### src/include/mie_pkg.sv
// constants for the interrupt enable, flag and priority block
package mie_pkg;
   localparam int SFR_AW = 8;
   localparam int SFR_DW = 8;
   localparam int NUM_SRC = 13;
   localparam int SRC_W = 4;
   // register addresses
   localparam logic [7:0] ADDR_EXT_FLAGS = 8'h91;
   localparam logic [7:0] ADDR_ENABLE_MAIN = 8'hA8;
   localparam logic [7:0] ADDR_PRIO_MAIN = 8'hB8;
   localparam logic [7:0] ADDR_EXT_CONTROL = 8'hD8;
   localparam logic [7:0] ADDR_ENABLE_EXT = 8'hE8;
   // main enable field positions
   localparam int BIT_GLOBAL_ON = 7;
   localparam int BIT_UART1 = 6;
   localparam int BIT_TIMER2 = 5;
   localparam int BIT_TIMER1 = 3;
   localparam int BIT_PIN1 = 2;
   localparam int BIT_TIMER0 = 1;
   localparam int BIT_PIN0 = 0;
   // extended control field positions
   localparam int BIT_BAUD_DOUBLE = 7;
   localparam int BIT_POWERDOWN = 3;
   // extended flag field: irq8..irq11 at bits 4..7
   localparam int EXT_FLAG_LSB = 4;
   // reset values
   localparam logic [7:0] RST_ENABLE_MAIN = 8'h00;
   localparam logic [7:0] RST_PRIO_MAIN = 8'h00;
   localparam logic [4:0] RST_ENABLE_EXT = 5'h00;
   localparam logic [3:0] RST_EXT_FLAGS = 4'h0;
   // write masks and read-back ones for reserved bits
   localparam logic [7:0] MASK_ENABLE_MAIN = 8'hEF;
   localparam logic [7:0] MASK_PRIO_MAIN = 8'h6F;
   localparam logic [7:0] ONES_PRIO_MAIN = 8'h80;
   localparam logic [7:0] ONES_ENABLE_EXT = 8'hE0;
   localparam logic [7:0] ONES_EXT_FLAGS = 8'h08;
   localparam logic [7:0] ONES_EXT_CONTROL = 8'h40;
   // interrupt numbers in polling order
   localparam int SRC_PIN0 = 0;
   localparam int SRC_TIMER0 = 1;
   localparam int SRC_PIN1 = 2;
   localparam int SRC_TIMER1 = 3;
   localparam int SRC_TIMER2 = 5;
   localparam int SRC_UART1 = 6;
   localparam int SRC_IRQ8 = 8;
   localparam int SRC_POWERDOWN = 12;
   // instructions to finish after an enable or priority write
   localparam logic [1:0] HOLDOFF_INSNS = 2'h2;
endpackage

### src/rtl/mie_irq_ctrl.sv
// interrupt enable, flag and priority registers with request selection
`timescale 1ns/10ps
module mie_irq_ctrl (
   input wire logic clock_in,
   input wire logic rst_n_in,
   input wire logic [mie_pkg::SFR_AW-1:0] sfr_addr_in,
   input wire logic sfr_wr_in,
   input wire logic [mie_pkg::SFR_DW-1:0] sfr_wdata_in,
   output logic [mie_pkg::SFR_DW-1:0] sfr_rdata_out,
   input wire logic uart1_tx_done_in,
   input wire logic uart1_rx_done_in,
   input wire logic timer2_overflow_in,
   input wire logic timer2_external_flag_in,
   input wire logic timer1_overflow_in,
   input wire logic timer0_overflow_in,
   input wire logic pin_irq1_input_in,
   input wire logic pin_irq0_input_in,
   input wire logic pin_irq1_edge_mode_in,
   input wire logic pin_irq0_edge_mode_in,
   input wire logic [3:0] ext_irq_trigger_in,
   input wire logic powerdown_trigger_in,
   input wire logic insn_done_in,
   input wire logic vector_ack_in,
   input wire logic reti_in,
   output logic irq_req_out,
   output logic [mie_pkg::SRC_W-1:0] irq_num_out,
   output logic irq_level_out,
   output logic uart1_baud_double_out
);
   import mie_pkg::*;

   ////////////////////////////////////////////////////////////////////////////
   // registers
   logic [7:0] irq_enable_main;
   logic [7:0] irq_priority_main;
   logic [4:0] irq_enable_extended;
   logic [3:0] extended_irq_flags;
   logic powerdown_flag;
   logic uart1_baud_double;
   logic [1:0] in_service;
   logic [1:0] holdoff_cnt;
   logic [1:0] pin_flag;
   logic [1:0] pin_clear;
   logic [1:0] pin_level;
   logic [1:0] pin_edge_mode;
   logic [NUM_SRC-1:0] src_flag;
   logic [NUM_SRC-1:0] src_enable;
   logic [NUM_SRC-1:0] src_prio;
   logic [NUM_SRC-1:0] src_req;
   logic next_req;
   logic [SRC_W-1:0] next_num;
   logic next_level;
   logic found_hi;
   logic found_lo;
   logic [SRC_W-1:0] num_hi;
   logic [SRC_W-1:0] num_lo;
   logic [7:0] next_rdata;
   logic wr_main;
   logic wr_prio;
   logic wr_ext_en;
   logic wr_flags;
   logic wr_ctrl;
   logic holdoff_load;

   always_comb begin
      wr_main = sfr_wr_in && (sfr_addr_in == ADDR_ENABLE_MAIN);
      wr_prio = sfr_wr_in && (sfr_addr_in == ADDR_PRIO_MAIN);
      wr_ext_en = sfr_wr_in && (sfr_addr_in == ADDR_ENABLE_EXT);
      wr_flags = sfr_wr_in && (sfr_addr_in == ADDR_EXT_FLAGS);
      wr_ctrl = sfr_wr_in && (sfr_addr_in == ADDR_EXT_CONTROL);
      // the writing instruction itself blocks vectoring in its own cycle
      holdoff_load = wr_main || wr_prio || wr_ext_en || reti_in;
   end

   always_ff @(posedge clock_in) begin
      if (!rst_n_in) begin
         irq_enable_main <= RST_ENABLE_MAIN;
      end else if (wr_main) begin
         irq_enable_main <= sfr_wdata_in & MASK_ENABLE_MAIN;
      end
   end

   always_ff @(posedge clock_in) begin
      if (!rst_n_in) begin
         irq_priority_main <= RST_PRIO_MAIN;
      end else if (wr_prio) begin
         irq_priority_main <= sfr_wdata_in & MASK_PRIO_MAIN;
      end
   end

   always_ff @(posedge clock_in) begin
      if (!rst_n_in) begin
         irq_enable_extended <= RST_ENABLE_EXT;
      end else if (wr_ext_en) begin
         irq_enable_extended <= sfr_wdata_in[4:0];
      end
   end

   // hardware set wins over a software clear in the same cycle
   always_ff @(posedge clock_in) begin
      if (!rst_n_in) begin
         extended_irq_flags <= RST_EXT_FLAGS;
      end else if (wr_flags) begin
         extended_irq_flags <= sfr_wdata_in[7:EXT_FLAG_LSB] | ext_irq_trigger_in;
      end else begin
         extended_irq_flags <= extended_irq_flags | ext_irq_trigger_in;
      end
   end

   always_ff @(posedge clock_in) begin
      if (!rst_n_in) begin
         powerdown_flag <= 1'b0;
         uart1_baud_double <= 1'b0;
      end else if (wr_ctrl) begin
         powerdown_flag <= sfr_wdata_in[BIT_POWERDOWN] | powerdown_trigger_in;
         uart1_baud_double <= sfr_wdata_in[BIT_BAUD_DOUBLE];
      end else begin
         powerdown_flag <= powerdown_flag | powerdown_trigger_in;
      end
   end

   ////////////////////////////////////////////////////////////////////////////
   // external pin detection
   assign pin_level = {pin_irq1_input_in, pin_irq0_input_in};
   assign pin_edge_mode = {pin_irq1_edge_mode_in, pin_irq0_edge_mode_in};
   assign pin_clear[0] = vector_ack_in && (irq_num_out == SRC_W'(SRC_PIN0));
   assign pin_clear[1] = vector_ack_in && (irq_num_out == SRC_W'(SRC_PIN1));

   genvar gi;
   generate
      for (gi = 0; gi < 2; gi++) begin : g_pin
         mie_pin_detect u_detect (
            .clock_in(clock_in),
            .rst_n_in(rst_n_in),
            .pin_in(pin_level[gi]),
            .edge_mode_in(pin_edge_mode[gi]),
            .clear_in(pin_clear[gi]),
            .flag_out(pin_flag[gi])
         );
      end
   endgenerate

   ////////////////////////////////////////////////////////////////////////////
   // per-source flag, enable and priority vectors
   always_comb begin
      src_flag = '0;
      src_enable = '0;
      src_prio = '0;
      src_flag[SRC_PIN0] = pin_flag[0];
      src_flag[SRC_TIMER0] = timer0_overflow_in;
      src_flag[SRC_PIN1] = pin_flag[1];
      src_flag[SRC_TIMER1] = timer1_overflow_in;
      src_flag[SRC_TIMER2] = timer2_overflow_in | timer2_external_flag_in;
      src_flag[SRC_UART1] = uart1_tx_done_in | uart1_rx_done_in;
      src_flag[SRC_IRQ8 +: 4] = extended_irq_flags;
      src_flag[SRC_POWERDOWN] = powerdown_flag;
      src_enable[SRC_PIN0] = irq_enable_main[BIT_PIN0];
      src_enable[SRC_TIMER0] = irq_enable_main[BIT_TIMER0];
      src_enable[SRC_PIN1] = irq_enable_main[BIT_PIN1];
      src_enable[SRC_TIMER1] = irq_enable_main[BIT_TIMER1];
      src_enable[SRC_TIMER2] = irq_enable_main[BIT_TIMER2];
      src_enable[SRC_UART1] = irq_enable_main[BIT_UART1];
      src_enable[SRC_IRQ8 +: 5] = irq_enable_extended;
      src_prio[SRC_PIN0] = irq_priority_main[BIT_PIN0];
      src_prio[SRC_TIMER0] = irq_priority_main[BIT_TIMER0];
      src_prio[SRC_PIN1] = irq_priority_main[BIT_PIN1];
      src_prio[SRC_TIMER1] = irq_priority_main[BIT_TIMER1];
      src_prio[SRC_TIMER2] = irq_priority_main[BIT_TIMER2];
      src_prio[SRC_UART1] = irq_priority_main[BIT_UART1];
   end

   // flag, own enable and global enable all needed
   assign src_req = src_flag & src_enable & {NUM_SRC{irq_enable_main[BIT_GLOBAL_ON]}};

   ////////////////////////////////////////////////////////////////////////////
   // selection: lowest number wins within a level
   always_comb begin
      found_hi = 1'b0;
      found_lo = 1'b0;
      num_hi = '0;
      num_lo = '0;
      for (int i = NUM_SRC - 1; i >= 0; i--) begin
         if (src_req[i] && src_prio[i]) begin
            found_hi = 1'b1;
            num_hi = SRC_W'(i);
         end
         if (src_req[i] && !src_prio[i]) begin
            found_lo = 1'b1;
            num_lo = SRC_W'(i);
         end
      end
   end

   // level 1 preempts level 0; nothing preempts level 1
   always_comb begin
      next_req = 1'b0;
      next_num = '0;
      next_level = 1'b0;
      if (holdoff_cnt != 2'h0 || holdoff_load || in_service[1]) begin
         next_req = 1'b0;
      end else if (found_hi) begin
         next_req = 1'b1;
         next_num = num_hi;
         next_level = 1'b1;
      end else if (found_lo && !in_service[0]) begin
         next_req = 1'b1;
         next_num = num_lo;
      end
   end

   always_ff @(posedge clock_in) begin
      if (!rst_n_in) begin
         irq_req_out <= 1'b0;
         irq_num_out <= '0;
         irq_level_out <= 1'b0;
      end else begin
         irq_req_out <= next_req & ~vector_ack_in;
         irq_num_out <= next_num;
         irq_level_out <= next_level;
      end
   end

   ////////////////////////////////////////////////////////////////////////////
   // service level tracking
   always_ff @(posedge clock_in) begin
      if (!rst_n_in) begin
         in_service <= 2'b00;
      end else if (vector_ack_in && irq_req_out) begin
         in_service[irq_level_out] <= 1'b1;
      end else if (reti_in) begin
         if (in_service[1]) begin
            in_service[1] <= 1'b0;
         end else begin
            in_service[0] <= 1'b0;
         end
      end
   end

   // an enable or priority write or a return lets two further instructions finish first
   always_ff @(posedge clock_in) begin
      if (!rst_n_in) begin
         holdoff_cnt <= 2'h0;
      end else if (holdoff_load) begin
         holdoff_cnt <= HOLDOFF_INSNS;
      end else if (insn_done_in && holdoff_cnt != 2'h0) begin
         holdoff_cnt <= holdoff_cnt - 2'h1;
      end
   end

   ////////////////////////////////////////////////////////////////////////////
   // read-back
   always_comb begin
      if (sfr_addr_in == ADDR_ENABLE_MAIN) begin
         next_rdata = irq_enable_main;
      end else if (sfr_addr_in == ADDR_PRIO_MAIN) begin
         next_rdata = irq_priority_main | ONES_PRIO_MAIN;
      end else if (sfr_addr_in == ADDR_ENABLE_EXT) begin
         next_rdata = ONES_ENABLE_EXT | {3'h0, irq_enable_extended};
      end else if (sfr_addr_in == ADDR_EXT_FLAGS) begin
         next_rdata = ONES_EXT_FLAGS | {extended_irq_flags, 4'h0};
      end else if (sfr_addr_in == ADDR_EXT_CONTROL) begin
         next_rdata = ONES_EXT_CONTROL | {uart1_baud_double, 3'h0, powerdown_flag, 3'h0};
      end else begin
         next_rdata = 8'h00;
      end
   end

   always_ff @(posedge clock_in) begin
      if (!rst_n_in) begin
         sfr_rdata_out <= 8'h00;
         uart1_baud_double_out <= 1'b0;
      end else begin
         sfr_rdata_out <= next_rdata;
         uart1_baud_double_out <= uart1_baud_double;
      end
   end

   ////////////////////////////////////////////////////////////////////////////
   // checks
   a_global_gate_off: assert property (@(posedge clock_in) disable iff (!rst_n_in)
      !irq_enable_main[BIT_GLOBAL_ON] |=> !irq_req_out)
      else $error("request while global enable off");

   a_ext_reads_ones: assert property (@(posedge clock_in) disable iff (!rst_n_in)
      sfr_addr_in == ADDR_ENABLE_EXT |=> sfr_rdata_out[7:5] == 3'h7)
      else $error("extended enable reserved bits not ones");

   a_flag_hw_set: assert property (@(posedge clock_in) disable iff (!rst_n_in)
      ext_irq_trigger_in[0] |=> extended_irq_flags[0])
      else $error("hardware trigger lost");

   a_flag_sticky: assert property (@(posedge clock_in) disable iff (!rst_n_in)
      extended_irq_flags[3] && !wr_flags |=> extended_irq_flags[3])
      else $error("extended flag cleared without write");

   a_sw_flag_raise: assert property (@(posedge clock_in) disable iff (!rst_n_in)
      wr_flags && sfr_wdata_in[EXT_FLAG_LSB] |=> extended_irq_flags[0])
      else $error("software flag set not taken");

   a_pd_sticky: assert property (@(posedge clock_in) disable iff (!rst_n_in)
      powerdown_flag && !wr_ctrl |=> powerdown_flag)
      else $error("powerdown flag dropped alone");

   a_pd_raise: assert property (@(posedge clock_in) disable iff (!rst_n_in)
      wr_ctrl && sfr_wdata_in[BIT_POWERDOWN] |=> powerdown_flag)
      else $error("powerdown software set not taken");

   a_baud_follow: assert property (@(posedge clock_in) disable iff (!rst_n_in)
      wr_ctrl |-> ##2 uart1_baud_double_out == $past(sfr_wdata_in[BIT_BAUD_DOUBLE], 2))
      else $error("baud double output wrong");

   a_no_lo_preempt: assert property (@(posedge clock_in) disable iff (!rst_n_in)
      in_service[1] |=> !irq_req_out)
      else $error("request during level 1 service");

   a_holdoff_write: assert property (@(posedge clock_in) disable iff (!rst_n_in)
      wr_main |=> !irq_req_out ##1 !irq_req_out)
      else $error("request too soon after enable write");

   a_reti_holdoff: assert property (@(posedge clock_in) disable iff (!rst_n_in)
      reti_in |=> !irq_req_out ##1 !irq_req_out)
      else $error("request too soon after return");

   a_req_enabled: assert property (@(posedge clock_in) disable iff (!rst_n_in)
      irq_req_out |-> $past(src_flag[next_num] && src_enable[next_num]
         && irq_enable_main[BIT_GLOBAL_ON]))
      else $error("request for disabled source");
endmodule

### src/rtl/mie_pin_detect.sv
// falling-edge or low-level detector for one external interrupt pin
`timescale 1ns/10ps
module mie_pin_detect (
   input wire logic clock_in,
   input wire logic rst_n_in,
   input wire logic pin_in,
   input wire logic edge_mode_in,
   input wire logic clear_in,
   output logic flag_out
);
   logic pin_prev;

   always_ff @(posedge clock_in) begin
      if (!rst_n_in) begin
         pin_prev <= 1'b1;
      end else begin
         pin_prev <= pin_in;
      end
   end

   // edge mode latches until vectored; level mode follows the pin
   always_ff @(posedge clock_in) begin
      if (!rst_n_in) begin
         flag_out <= 1'b0;
      end else if (!edge_mode_in) begin
         flag_out <= ~pin_in;
      end else if (pin_prev && !pin_in) begin
         flag_out <= 1'b1;
      end else if (clear_in) begin
         flag_out <= 1'b0;
      end
   end
endmodule

### config.mk
export PLATFORM = sky130hd
export DESIGN_NAME = mie_irq_ctrl
export DESIGN_NICKNAME = d
export VERILOG_FILES = /design/src/include/mie_pkg.sv /design/src/rtl/mie_irq_ctrl.sv /design/src/rtl/mie_pin_detect.sv
export SDC_FILE = /design/constraint.sdc
export NUM_CORES = 1
export LEC_CHECK = 0
export ABC_AREA = 1
export BUFFER_PORTS_ARGS = -buffer_cell sky130_fd_sc_hd__buf_2
export CORE_ASPECT_RATIO = 2
export CORE_MARGIN = 1
export CORE_UTILIZATION = 49
export DETAILED_ROUTE_END_ITERATION = 6
export PLACE_DENSITY = 0.82
export SKIP_LAST_GASP = 1
export SYNTH_ARGS = -nofsm -noshare
export SYNTH_HDL_FRONTEND = slang
export SYNTH_SLANG_ARGS = --single-unit
### constraint.sdc
create_clock -name clock_in -period 1.46 [get_ports clock_in]
set_clock_uncertainty 0.2 [all_clocks]
set_input_delay 0.146 -clock clock_in [delete_from_list [all_inputs] [get_ports clock_in]]
set_output_delay 0.146 -clock clock_in [all_outputs]
set_load 0.005 [all_outputs]
==> run_results.csv <==
group,metric,value,unit
status,status,"finished, violations left",
status,violations,"negative setup slack",
place,placed_area,3023,um^2
detailed_routing,wl_per_cell,15.16,um
detailed_routing,wirelength,7.643,mm
cts,cts_root_buf,"clkbuf_8",
detailed_routing,dr.pass1.iters,4,
flow_run,cap_violations,0,
cells_and_area,area_growth,42.44,%
power_and_ir_drop,sequentialPowerShare,0.565,
sta,maxSlewViolCount,0,
detailed_routing,vias_per_cell,5.458,
setup_path,rr_endpoint,"irq_num_out[0]",
setup_path,crit_path_end,"irq_num_out[0]",
setup_path,cp_cell_sequence,"buf_12 -> nand3_1 -> nor2_2 -> nor2_4 -> nand2_2 -> nor2_4 -> nand2_2 -> nor2_4 -> nand2_1 -> a21oi_1",
global_routing,grt_pass1_vias,2741,
place,hpwlAfterDp,5.253,mm
place,portBuffers,51,
global_routing,grt_overflow,0,
cells_and_area,drive_gt1_frac,0.3318,
sta,max_slew.worst_pin.slew,294.0,ps
power_and_ir_drop,p_clk_frac,0.333,
cells_and_area,diodes,0,
synthesis,synth_cell_types,37,
floorplan,fp.dieH,101.3,um
detailed_routing,drc,0,
floorplan,rows,35,
setup_path,crit_top_cell,"nor2_4",
detailed_routing,ant_nets,0,
floorplan,die-area,5230,um^2
global_routing,track_usage,0.3156,
sta,rsz0062_at_grt,"true",
cts,htree_levels,2,
sta,finalHoldViolations,0,
setup_path,crit_type,"reg -> reg",
synthesis,syn-cell-area,2415,um^2
sta,fin_crit_sh,1.131,
synthesis,ys_seq_elements,47,
synthesis,synthCells,339,
sta,slew_headroom,0.8040,
sta,min_period,1652,ps
cts,cts-buffers-inserted,5,
setup_path,cp.buffers_inverters,1,
floorplan,coreArea,4686,um^2
cells_and_area,seq_area,944.7,um^2
setup_path,crit_family,"simple AND/OR/NAND/NOR gates",
global_routing,grt_pass1_wl,12.24,mm
power_and_ir_drop,power.switching,0.0005992,W
setup_path,r2r_setup_slack,-190,ps
synthesis,synth_nets,377,
global_routing,grt_max_degree,25,
cts,clockBufferDepth,2,
place,dp_cells,474,
cts,cts.clk_slew.worst_paths,90,ps
setup_path,critPathSlowestCell,"dfxtp_4",
synthesis,avgSynthCellArea,7.123,um^2
setup_path,start_kind,"register",
floorplan,io_pins,52,
cts,cts_sinks,47,
sta,setup_ws,-191.9,ps
cells_and_area,nets,487,
sta,setup_violations,6,
cells_and_area,fill_cells,354,
cts,tritoncts,"yes",
cells_and_area,multi_input_comb_area,1349,um^2
power_and_ir_drop,internal_power,0.001747,W
synthesis,yosysSeqAreaShare,0.3896,
sta,fmax,605.4,MHz
place,place_congestion,0.9433,
setup_path,reg2reg_depth,10,
detailed_routing,vias,2751,
setup_path,required,1500,ps
hold_path,hold_class,"in -> reg",
setup_path,cp.depth,10,
setup_path,crit_fanout,7,
setup_path,end_kind,"register",
floorplan,fp.dieW,51.64,um
cells_and_area,fin_area,3440,um^2
power_and_ir_drop,p_leak,1.623,nW
cts,clk_latency,300,ps
setup_path,r2r-start,"irq_enable_main[7]",
floorplan,start_util,0.5154,
power_and_ir_drop,swShare,0.2554,
cells_and_area,instances_no_fill,504,
detailed_routing,drtIter0Drc,93,
global_routing,grt_antenna_before_repair,0,
power_and_ir_drop,ir_worst_vdd,0.8627,mV
cells_and_area,finish.utilization,0.7340,
power_and_ir_drop,cellPowerDensity,682.0,nW/um^2
synthesis,yosys_warnings,0,
setup_path,cp-startpoint,"irq_enable_main[7]",
setup_path,arrival,1690,ps
setup_path,max_stage_delay,390,ps
power_and_ir_drop,power_frac_comb,0.102,
==> worst register-to-register path, stage by stage (launching register included) <==
cell     delay, ps
dfxtp_4        390
buf_12         150
nand3_1         90
nor2_2          50
nor2_4         120
nand2_2         70
nor2_4         130
nand2_2         80
nor2_4         120
nand2_1         60
a21oi_1        120
==> state kept, by name, summed over array words and instances, names as in the netlist, 2 cells and up <==
signal / cells
in_service: 2
irq_enable_main: 7
holdoff_cnt: 2
g_pin.u_detect.flag_out: 2
sfr_rdata_out: 8
g_pin.u_detect.pin_prev: 2
irq_priority_main: 6
extended_irq_flags: 4
irq_enable_extended: 5
irq_num_out: 4
==> cells in the final DEF (no fill, tap or decap), types with 4 or more instances in the layout <==
| cell type | count |
|---|---|
| o211ai_1 | 4 |
| inv_1 | 47 |
| nor3_1 | 5 |
| clkbuf_8 | 5 |
| nand4_1 | 4 |
| buf_4 | 38 |
| nand3_1 | 19 |
| nor2_4 | 8 |
| buf_2 | 51 |
| a21oi_1 | 31 |
| nor2_1 | 23 |
| dlygate4sd3_1 | 18 |
| dfxtp_1 | 46 |
| nand3_2 | 9 |
| nand2_1 | 65 |
| nand2_2 | 12 |
| nand3_4 | 6 |
| inv_2 | 4 |
| o21ai_0 | 21 |
==> final cells by class <==
class	count	area share
Clock buffer	5	0.02001
Sequential cell	47	0.2746
Tap cell	55	0.02001
Clock inverter	2	0.004001
Inverter	52	0.05675
Multi-Input combinational cell	232	0.3921
Timing Repair Buffer	111	0.2324
==> synth_stat cells <==
| library cell | count | area [um^2] |
|---|---|---|
| buf_12 | 1 | 20.02 |
| a221oi_1 | 2 | 17.52 |
| inv_2 | 2 | 7.510 |
| nor2_2 | 2 | 12.51 |
| nand4_1 | 4 | 25.02 |
| inv_1 | 49 | 183.9 |
| o221ai_1 | 2 | 17.52 |
| o21ai_0 | 21 | 105.1 |
| nand3_2 | 9 | 90.09 |
| a21oi_1 | 32 | 160.2 |
| ha_1 | 1 | 12.51 |
| and2_1 | 1 | 6.260 |
| or2_2 | 2 | 12.51 |
| clkbuf_1 | 4 | 15.01 |
| a31oi_1 | 1 | 6.260 |
| buf_2 | 1 | 5.000 |
| xor2_1 | 1 | 8.760 |
| nand3b_1 | 1 | 7.510 |
| a21o_1 | 1 | 7.510 |
| buf_4 | 1 | 7.510 |
| nand4_2 | 1 | 12.51 |
| or2_1 | 1 | 6.260 |
| a21boi_0 | 1 | 7.510 |
| nor2_1 | 28 | 105.1 |
| nand2_2 | 5 | 31.28 |
| nand2_1 | 73 | 274.0 |
| and3_1 | 1 | 6.260 |
| nand4_4 | 2 | 42.54 |
| nor2_4 | 3 | 33.78 |
| buf_6 | 1 | 11.26 |
| nor3_1 | 5 | 25.02 |
| nand3_4 | 1 | 17.52 |
| o22ai_1 | 3 | 18.77 |
| dfxtp_1 | 47 | 940.9 |
| nand3_1 | 24 | 120.1 |
| clkinv_1 | 1 | 3.750 |
| o211ai_1 | 4 | 30.03 |
==> power by group through the flow <==
stage	registers, W	logic (W)	clock network (W)
after global routing	0.00133	0.000262	0.000830
final	0.00132	0.000240	0.000781
after detailed placement	0.00136	0.000196	0
after floorplan	0.00135	0.0000919	0
after global placement	0.00135	0.000192	0
after CTS	0.00132	0.000235	0.000779
==> what timing repair did <==
| action | CTS | global route |
|---|---|---|
| hold endpoints to repair | 27 | 0 |
| hold buffers | 18 | 0 |
| resized for setup | 19 | 9 |
| buffers inserted | 3 | 1 |
| pin swaps | 4 | 12 |
| setup endpoints to repair | 6 | 6 |
| cloned | 1 | 0 |
==> logic make-up after synthesis <==
group                    share of synthesized area
AND/OR/NAND/NOR                             0.3430
buffers and inverters                       0.1052
adder cells (fa/ha/maj)                   0.005181
XOR/XNOR                                  0.003628
flip-flops                                  0.3896
AO/OA/AOI/OAI                               0.1534
==> worst min path at each step <==
stage	startpoint	end	slack, ps	cells past startpoint
finish	sfr_wdata_in[5]	irq_enable_main[5]	10	3
global placement	pin_irq1_input_in	g_pin[1].u_detect.pin_prev	150	2
detailed placement	pin_irq0_input_in	g_pin[0].u_detect.pin_prev	160	2
floorplan	pin_irq0_input_in	g_pin[0].u_detect.pin_prev	70	1
global route	sfr_wr_in	irq_enable_main[6]	20	3
CTS	sfr_wdata_in[5]	irq_enable_main[5]	4	3
==> metal layers <==
layer | track usage | up-vias | part of all wire
met2 | 0.6084 | 100 | 0.57
li1 | - | 1326 | -
met3 | 0.07057 | 34 | 0.042
met4 | 0.1767 | 0 | 0.045
met1 | 0.2849 | 1291 | 0.34
met5 | 0 | - | 0
==> per-stage QoR <==
step	hold WS, ps	setup TNS (ps)	setup slack [ps]	total power, W
2_1_floorplan	65.74	-48.88	-14.09	0.001441
3_3_place_gp	153.9	-837.7	-93.18	0.001546
3_5_place_dp	156.1	-1962	-176.0	0.001551
4_1_cts	4.248	-492.5	-131.6	0.002338
5_1_grt	16.00	-1207	-271.3	0.002419
6_report	10.19	-803.2	-191.9	0.002346
(Power assumes the default switching activity.)
